## src/verilog/table_access_pkg.sv

```systemverilog
// constants for the indirect switch-table access register bank
// assumes a 16-bit host register port, byte offsets as printed
package table_access_pkg;
  localparam logic [7:0] OFF_CMD = 8'h00;
  localparam logic [7:0] OFF_TOP = 8'h02;
  localparam logic [7:0] OFF_D47_32 = 8'h04;
  localparam logic [7:0] OFF_D63_48 = 8'h06;
  localparam logic [7:0] OFF_D15_0 = 8'h08;
  localparam logic [7:0] OFF_D31_16 = 8'h0a;
  localparam int DIR_BIT = 12;
  localparam int SEL_HI = 11;
  localparam int SEL_LO = 10;
  localparam int IDX_HI = 9;
  localparam int PEND_BIT = 7;
  localparam logic [15:0] CMD_RESET = 16'h0000;
  localparam logic [15:0] DATA_RESET = 16'h0000;
  localparam logic [15:0] CMD_WMASK = 16'h1fff;
  localparam int DATA_W = 67;
  localparam int IDX_W = 10;
  typedef enum logic [1:0] {
    SEL_STATIC = 2'b00,
    SEL_VLAN = 2'b01,
    SEL_DYNAMIC = 2'b10,
    SEL_COUNTERS = 2'b11
  } table_sel_e;
  typedef enum logic [1:0] {
    ST_IDLE = 2'b00,
    ST_WAIT = 2'b01
  } access_state_e;
endpackage : table_access_pkg
```

## src/verilog/data_word_reg.sv

```systemverilog
// one 16-bit host-writable data word that the table side can also load
// assumes load and host write never both matter in one cycle; load wins
`timescale 1ns/1ns
module data_word_reg
  import table_access_pkg::*;
(
  // clock and reset
  input wire logic clk,
  input wire logic nrst,
  // host and table side
  input wire logic host_we,
  input wire logic [15:0] host_data,
  input wire logic load,
  input wire logic [15:0] load_data,
  output logic [15:0] q
);
  typedef struct packed {
    logic [15:0] word;
  } word_s;
  word_s st_r;
  word_s st_nxt;

  always_comb
  begin
    st_nxt = st_r;
    if (load)
      st_nxt.word = load_data;
    else if (host_we)
      st_nxt.word = host_data;
  end

  always_ff @(posedge clk or negedge nrst)
  begin
    if (!nrst)
      st_r <= '{word: DATA_RESET};
    else
      st_r <= st_nxt;
  end

  assign q = st_r.word;
endmodule : data_word_reg

```

## src/verilog/switch_table_indirect_access.sv

```systemverilog
// indirect access port to the switch tables: command word, five data words
// assumes a synchronous 16-bit register port and a table engine with req/ack
`timescale 1ns/1ns
module switch_table_indirect_access
  import table_access_pkg::*;
(
  // clock and reset
  input wire logic clk,
  input wire logic nrst,
  // host register port
  input wire logic reg_wr,
  input wire logic reg_rd,
  input wire logic [7:0] reg_addr,
  input wire logic [15:0] reg_wdata,
  output logic [15:0] reg_rdata,
  // table engine
  output logic tbl_req,
  output logic tbl_read,
  output logic [1:0] tbl_sel,
  output logic [9:0] tbl_index,
  output logic [66:0] tbl_wdata,
  input wire logic tbl_ack,
  input wire logic [66:0] tbl_rdata
);
  typedef struct packed {
    logic [15:0] cmd;
    logic [2:0] top;
    logic pend;
    logic req;
    access_state_e state;
    logic [15:0] rdata;
  } ctl_s;
  ctl_s st_r;
  ctl_s st_nxt;

  logic [15:0] w47_32;
  logic [15:0] w63_48;
  logic [15:0] w15_0;
  logic [15:0] w31_16;
  logic load;
  logic cmd_wr;
  logic slow_read;

  assign cmd_wr = reg_wr && (reg_addr == OFF_CMD);
  assign load = (st_r.state == ST_WAIT) && tbl_ack && st_r.cmd[DIR_BIT];
  // dynamic and counter tables sit behind a slow engine, so only reads of them raise pending
  assign slow_read = reg_wdata[DIR_BIT] && reg_wdata[SEL_HI];

  data_word_reg u_w47_32 (.clk(clk), .nrst(nrst),
    .host_we(reg_wr && reg_addr == OFF_D47_32), .host_data(reg_wdata),
    .load(load), .load_data(tbl_rdata[47:32]), .q(w47_32));
  data_word_reg u_w63_48 (.clk(clk), .nrst(nrst),
    .host_we(reg_wr && reg_addr == OFF_D63_48), .host_data(reg_wdata),
    .load(load), .load_data(tbl_rdata[63:48]), .q(w63_48));
  data_word_reg u_w15_0 (.clk(clk), .nrst(nrst),
    .host_we(reg_wr && reg_addr == OFF_D15_0), .host_data(reg_wdata),
    .load(load), .load_data(tbl_rdata[15:0]), .q(w15_0));
  data_word_reg u_w31_16 (.clk(clk), .nrst(nrst),
    .host_we(reg_wr && reg_addr == OFF_D31_16), .host_data(reg_wdata),
    .load(load), .load_data(tbl_rdata[31:16]), .q(w31_16));

  always_comb
  begin
    st_nxt = st_r;
    st_nxt.req = 1'b0;
    case (st_r.state)
      ST_IDLE:
      begin
        if (cmd_wr)
        begin
          st_nxt.cmd = reg_wdata & CMD_WMASK;
          st_nxt.req = 1'b1;
          st_nxt.pend = slow_read;
          st_nxt.state = ST_WAIT;
        end
      end
      ST_WAIT:
      begin
        // a command written while busy is dropped: the engine takes one at a time
        if (tbl_ack)
        begin
          if (st_r.cmd[DIR_BIT])
            st_nxt.top = tbl_rdata[66:64];
          st_nxt.pend = 1'b0;
          st_nxt.state = ST_IDLE;
        end
      end
      default:
        st_nxt.state = ST_IDLE;
    endcase
    st_nxt.rdata = 16'h0000;
    if (reg_rd)
    begin
      case (reg_addr)
        OFF_CMD: st_nxt.rdata = st_r.cmd;
        OFF_TOP: st_nxt.rdata = {8'h00, st_nxt.pend, 4'h0, st_nxt.top};
        OFF_D47_32: st_nxt.rdata = w47_32;
        OFF_D63_48: st_nxt.rdata = w63_48;
        OFF_D15_0: st_nxt.rdata = w15_0;
        OFF_D31_16: st_nxt.rdata = w31_16;
        default: st_nxt.rdata = 16'h0000;
      endcase
    end
  end

  always_ff @(posedge clk or negedge nrst)
  begin
    if (!nrst)
      st_r <= '{cmd: CMD_RESET, top: 3'h0, pend: 1'b0, req: 1'b0,
                state: ST_IDLE, rdata: 16'h0000};
    else
      st_r <= st_nxt;
  end

  assign reg_rdata = st_r.rdata;
  assign tbl_req = st_r.req;
  assign tbl_read = st_r.cmd[DIR_BIT];
  assign tbl_sel = st_r.cmd[SEL_HI:SEL_LO];
  assign tbl_index = st_r.cmd[IDX_HI:0];
  // write data follows the words as they stand; it is not held while the request is out
  assign tbl_wdata = {st_r.top, w63_48, w47_32, w31_16, w15_0};
endmodule : switch_table_indirect_access

```

## config.mk

```make
export PLATFORM = sky130hd
export DESIGN_NAME = switch_table_indirect_access
export DESIGN_NICKNAME = d
export VERILOG_FILES = /design/src/verilog/table_access_pkg.sv /design/src/verilog/data_word_reg.sv /design/src/verilog/switch_table_indirect_access.sv
export SDC_FILE = /design/constraint.sdc
export NUM_CORES = 1
export LEC_CHECK = 0
export ABC_AREA = 1
export BUFFER_PORTS_ARGS = -buffer_cell sky130_fd_sc_hd__buf_4
export CORE_MARGIN = 8
export CORE_UTILIZATION = 50
export DETAILED_ROUTE_END_ITERATION = 10
export PLACE_DENSITY = 0.85
export SYNTH_ARGS = -nofsm -noshare
export SYNTH_HDL_FRONTEND = slang
export SYNTH_SLANG_ARGS = --single-unit
```

## constraint.sdc

```tcl
create_clock -name clk -period 1.9 [get_ports clk]
set_clock_uncertainty 0.05 [all_clocks]
set_input_delay 0.38 -clock clk [delete_from_list [all_inputs] [get_ports clk]]
set_output_delay 0.38 -clock clk [all_outputs]
set_load 0.005 [all_outputs]
```

-- Word-level counts from Yosys, hierarchy flattened
Cells that the tools add are included.
- flip-flop bits (word level): 100
- output and inout port bits: 97
- bits of input ports: 96
- reductions and logical operators: 16
- equality and inequality tests: 8
- muxes and demuxes: 18
- operator list (kind ; count):
    $mux W16 ; 9
    $pmux W16 S6 ; 1
    $eq A8 B3 Y1 const B ; 2
    $eq A8 B4 Y1 const B ; 2
    $eq A8 B2 Y1 const B ; 1
    $logic_and A1 B1 Y1 ; 8
    $logic_not A8 Y1 ; 1
    $mux W4 ; 2
    $reduce_bool A2 Y1 ; 4
    $mux W3 ; 2
    $ne A2 B2 Y1 const B ; 2
    $pmux W2 S2 ; 1
    $reduce_and A2 Y1 ; 2
    $eq A2 B1 Y1 const B ; 1
    $logic_not A2 Y1 ; 1
    $mux W2 ; 1
    $pmux W1 S2 ; 1
    $mux W1 ; 1

-- Depth between registers and ports, before layout
- depth after elaboration: 6
- gate-level depth with buffers: 10
- mapped depth without buffers: 9

-- By module
A second synthesis with hierarchy kept.
- cells, all modules: 667
- area, all modules: 5388.9 µm²
- by module, submodules not included (module ; area each (µm²) ; times used ; cells each):
    data_word_reg ; 772.0 ; 4 ; 88
    switch_table_indirect_access ; 2301.0 ; 1 ; 315

-- Least setup slack after synthesis
OpenSTA, ideal clock, no wires.
- kind: input to register
- from: in reg_addr[7]
- to: reg u_w63_48.st_r (netlist bit u_w63_48.q[0])
- setup time: 0.130 ns
- data arrival time: 1.297 ns
- stages on the path: 7
- path buffers: 1
- setup slack: 0.423 ns
- path through: nor2_2 -> nand2_4 -> nor3_4 -> nand2_2 -> nand2_2 -> buf_2 -> a31oi_1
- longest elaborated chain between the ends: 3
- ends and longest elaborated chain (item ; RTL line ; source):
    start, declared ; switch_table_indirect_access.sv:13 ; input wire logic [7:0] reg_addr,
    $eq A8 B3 Y1 ; switch_table_indirect_access.sv:53 ; .host_we(reg_wr && reg_addr == OFF_D63_48), .host_data(reg_wdata),
    $logic_and A1 B1 Y1 ; switch_table_indirect_access.sv:53 ;
    $reduce_bool A2 Y1 (no source line) ; -- ;
    end signal, assigned ; data_word_reg.sv:35 ; st_r <= '{word: DATA_RESET};
    end signal, assigned ; data_word_reg.sv:37 ; st_r <= st_nxt;
    end, declared ; data_word_reg.sv:20 ; word_s st_r;
No other way between the ends.
A chain may end at the register's enable or synchronous reset.

-- Final worst setup path
- from: reg st_r (netlist bit tbl_read)
- to: out tbl_read
- RTL lines (item ; RTL line ; source):
    start, declared ; switch_table_indirect_access.sv:33 ; ctl_s st_r;
    start signal, assigned ; switch_table_indirect_access.sv:109 ; st_r <= '{cmd: CMD_RESET, top: 3'h0, pend: 1'b0, req: 1'b0,
    start signal, assigned ; switch_table_indirect_access.sv:112 ; st_r <= st_nxt;
    end, declared ; switch_table_indirect_access.sv:18 ; output logic tbl_read,
No word-level cell between the ends.

==> PnR_summary.wiki <==
{| class="wikitable"
! Metric !! Value
|-
| Setup TNS || 0 ns
|-
| Standard cell core area || ~10,000 µm²
|-
| Endpoint with the worst hold slack || tbl_index[5]$_DFFE_PN0P_
|-
| Total leakage power || 3.39 nW
|-
| Half-perimeter wire length of the detailed placement result || 13,200 µm
|-
| Clock tree from TritonCTS || yes
|-
| Synthesized-area fraction occupied by xor and xnor cells || 0%
|-
| Time the final worst path needs with I/O delays and setup || 1.68 ns
|-
| Area growth from synthesis to final layout || 32.3%
|-
| Drt pass-1 iters || 6
|-
| Initial Util || 50.4%
|-
| Final Hold Fails || 0
|-
| Worst flop-to-flop path endpoint || reg_rdata[0]$_DFF_PN0_
|-
| Post-Synthesis Cell Area || 5110 µm²
|-
| Resized cells post-CTS || 0
|-
| Number of placement rows || 37
|-
| Endpoint kind of the worst setup timing path || output port
|-
| Antenna Nets Post-Route || 0
|-
| Cell chosen for the clock root || clkbuf_8
|-
| Arrival time reported for the critical path endpoint || 1.25 ns
|-
| Mean routed wirelength per cell || approximately 19 µm
|-
| Buffers inserted during post-CTS setup optimization || 0
|-
| Placer congestion estimate || between 0.9 and 1
|-
| Power per standard cell area || 666 nW/µm²
|-
| Setup slack on the worst flop-to-flop path || 0.34 ns
|-
| Pwr Total || 4.50 mW
|-
| Outcome || finished, final reports clean
|-
| Clock Sinks || 99
|-
| Congestion Overflow GR || 0
|-
| Clock Pin Slew Worst Setup and Hold Paths || 0.10 ns
|-
| Via count of the first global-routing pass || 5,218
|-
| Start-to-end type of the worst setup path || flip-flop to output port
|-
| Synthesized flop and latch total || 99
|-
| Chip Height || around 120 µm
|-
| Commonest cells after routing, fill and taps aside || 212 x buf_4, 139 x nand2_1, 97 x dfrtp_1
|-
| Ys Warns || 0
|-
| Number of buffers created by CTS || 9
|-
| DR vias || 5,301
|-
| Layout cell share with drive strength beyond 1 || 32.8%
|-
| Number of cells on the worst reg-to-reg path || 7
|-
| Final WL || 17,800 µm
|-
| I/O Buffers || 192
|-
| Skew-Pair Late Insertion Delay || ~0.38 ns
|-
| Post-route clock period utilization || 88.2%
|-
| First-pass GRT wire length || 27,500 µm
|-
| Number of remaining DRC errors || 0
|-
| Compound-cell area share of the yosys netlist || 11.1%
|-
| Most common library cell in the layout ignoring fill and taps || buf_4
|-
| Maximum root-to-sink buffer count || 2
|-
| R2r startpoint || st_r[16]$_DFFE_PN0P_
|-
| Depth of the worst hold-timing path || 3
|-
| Fin nets || 877
|-
| Final-layout worst hold slack || 0.172 ns
|-
| Critical path startpoint category || flip-flop
|-
| Maximum fanout along the worst path || 67
|-
| Post-Synthesis Mean Instance Area || a little over 8 µm²
|-
| Final number of setup-violating endpoints || 0
|-
| Hold buffer count at cts || 1
|-
| Synthesized instance count || 624
|-
| Worst Path Required || about 1.5 ns
|-
| Largest net degree at the start of global routing || 68
|-
| Full die area || around 14,000 µm²
|-
| Horizontal die dimension || 117 µm
|-
| Kind of path behind the tightest hold check || input pin to flip-flop
|-
| Proportion of synthesized area in mux cells || 0%
|-
| Cell area after layout || 6760 µm²
|-
| Number of violations reported at the end of detailed-routing iteration 0 || 659
|-
| Mapped Nets || just over 700
|-
| Maximum vdd drop || around 350 µV
|-
| Sequential cell area fraction in the yosys report || 48.5%
|-
| Simple-Gate Fraction of Synth Area || 28.9%
|-
| Final slew viol count || 0
|-
| Synth Area in Adders || 0%
|-
| Filler Cell Count || 858
|-
| GRT Overall Usage || 26.3%
|-
| Launch point of the worst hold path || reg_wdata[5]
|-
| Count of cell types in the netlist || 24
|-
| RSZ-0062 raised after global routing || false
|-
| Worst slew pin tran || 0.448 ns
|-
| Avg Vias per Cell || between 5 and 6
|-
| Dominant combinational cell family by area after synthesis || simple AND/OR/NAND/NOR gates
|-
| Max Cap Violations || 0
|-
| Deepest level of the CTS H-tree || 3
|-
| Max-slew headroom at the worst pin || 70.2%
|-
| Antenna violations before repair || 0
|-
| I/O pin count || between 150 and 200
|-
| Instance area after placement || ~6500 µm²
|-
| Peak Freq || 597 MHz
|}
[per-stage QoR]
step	instances	utilization [%]	worst slack [ns]
2_1_floorplan	624	-	0.423
3_3_place_gp	905	64.5	0.154
3_5_place_dp	905	64.5	0.0845
4_1_cts	922	66.7	0.216
5_1_grt	922	66.7	0.168
6_report	923	66.7	0.225
[cells in the mapped netlist (all sizes together)]
master	number	area [µm²]
a31oi	64	400
inv	37	139
nor4	1	6.26
nand4	67	419
nand2	149	589
buf	51	370
nand3	8	45.0
o211ai	5	37.5
o21ai	13	65.1
a22oi	3	22.5
clkbuf	22	82.6
a21oi	8	40.0
nor2	95	384
nor3	2	32.5
dfrtp	99	2480
[cell families after synthesis]
logic type	count (synthesis)
and+or+nand+nor	322
AOI/OAI and AO/OA	93
DFF	99
buffers and inverters	110
[critical path: stages, from the launching register on]
cell and delay (ns):
dfrtp_2 0.40, buf_12 0.27, buf_4 0.17
[cell type report]
class / count / area, µm² / area share, %
sequential: 99 / 2480 / 36.7
multi-input combinational: 415 / 2040 / 30.2
timing repair buffer: 219 / 1720 / 25.5
tap: 136 / 170 / 2.52
clock buffer: 12 / 155 / 2.30
inverter: 37 / 139 / 2.05
clock inverter: 4 / 50.0 / 0.740
antenna: 1 / 2.50 / 0.0370
[worst max path at each step]
stage                               startpoint                         to  slack (ns)  cells after the start
after floorplan                    reg_addr[7]  u_w63_48.q[0]$_DFFE_PN0P_        0.42                      7
after global placement             reg_addr[7]   tbl_index[9]$_DFFE_PN0P_        0.15                      9
after detailed placement           reg_addr[7]  u_w31_16.q[2]$_DFFE_PN0P_        0.08                     11
after CTS                 tbl_read$_DFFE_PN0P_                   tbl_read        0.22                      2
after global routing      tbl_read$_DFFE_PN0P_                   tbl_read        0.17                      2
final                     tbl_read$_DFFE_PN0P_                   tbl_read        0.22                      2
[state kept, by name, indices dropped and copies added (netlist names), 2 cells and up]
register    count
reg_rdata      16
u_w15_0.q      16
u_w31_16.q     16
u_w47_32.q     16
u_w63_48.q     16
tbl_index      10
tbl_wdata       3
st_r            2
tbl_sel         2
[layer usage]
| metal | GRT usage, % | vias to the layer above | wire, µm |
|---|---|---|---|
| met1 | 31.9 | 2510 | 6600 |
| met4 | 10.7 | 0 | 496 |
| li1 | - | 2416 | - |
| met2 | 44.2 | 329 | 8800 |
| met5 | 0 | - | 0 |
| met3 | 6.52 | 46 | 1920 |
[power by group]
group          switching, mW  internal (mW)
Sequential             0.129           2.24
Clock                  0.732          0.680
Combinational          0.338          0.385
No activity file was read; power rests on OpenSTA's default activity.
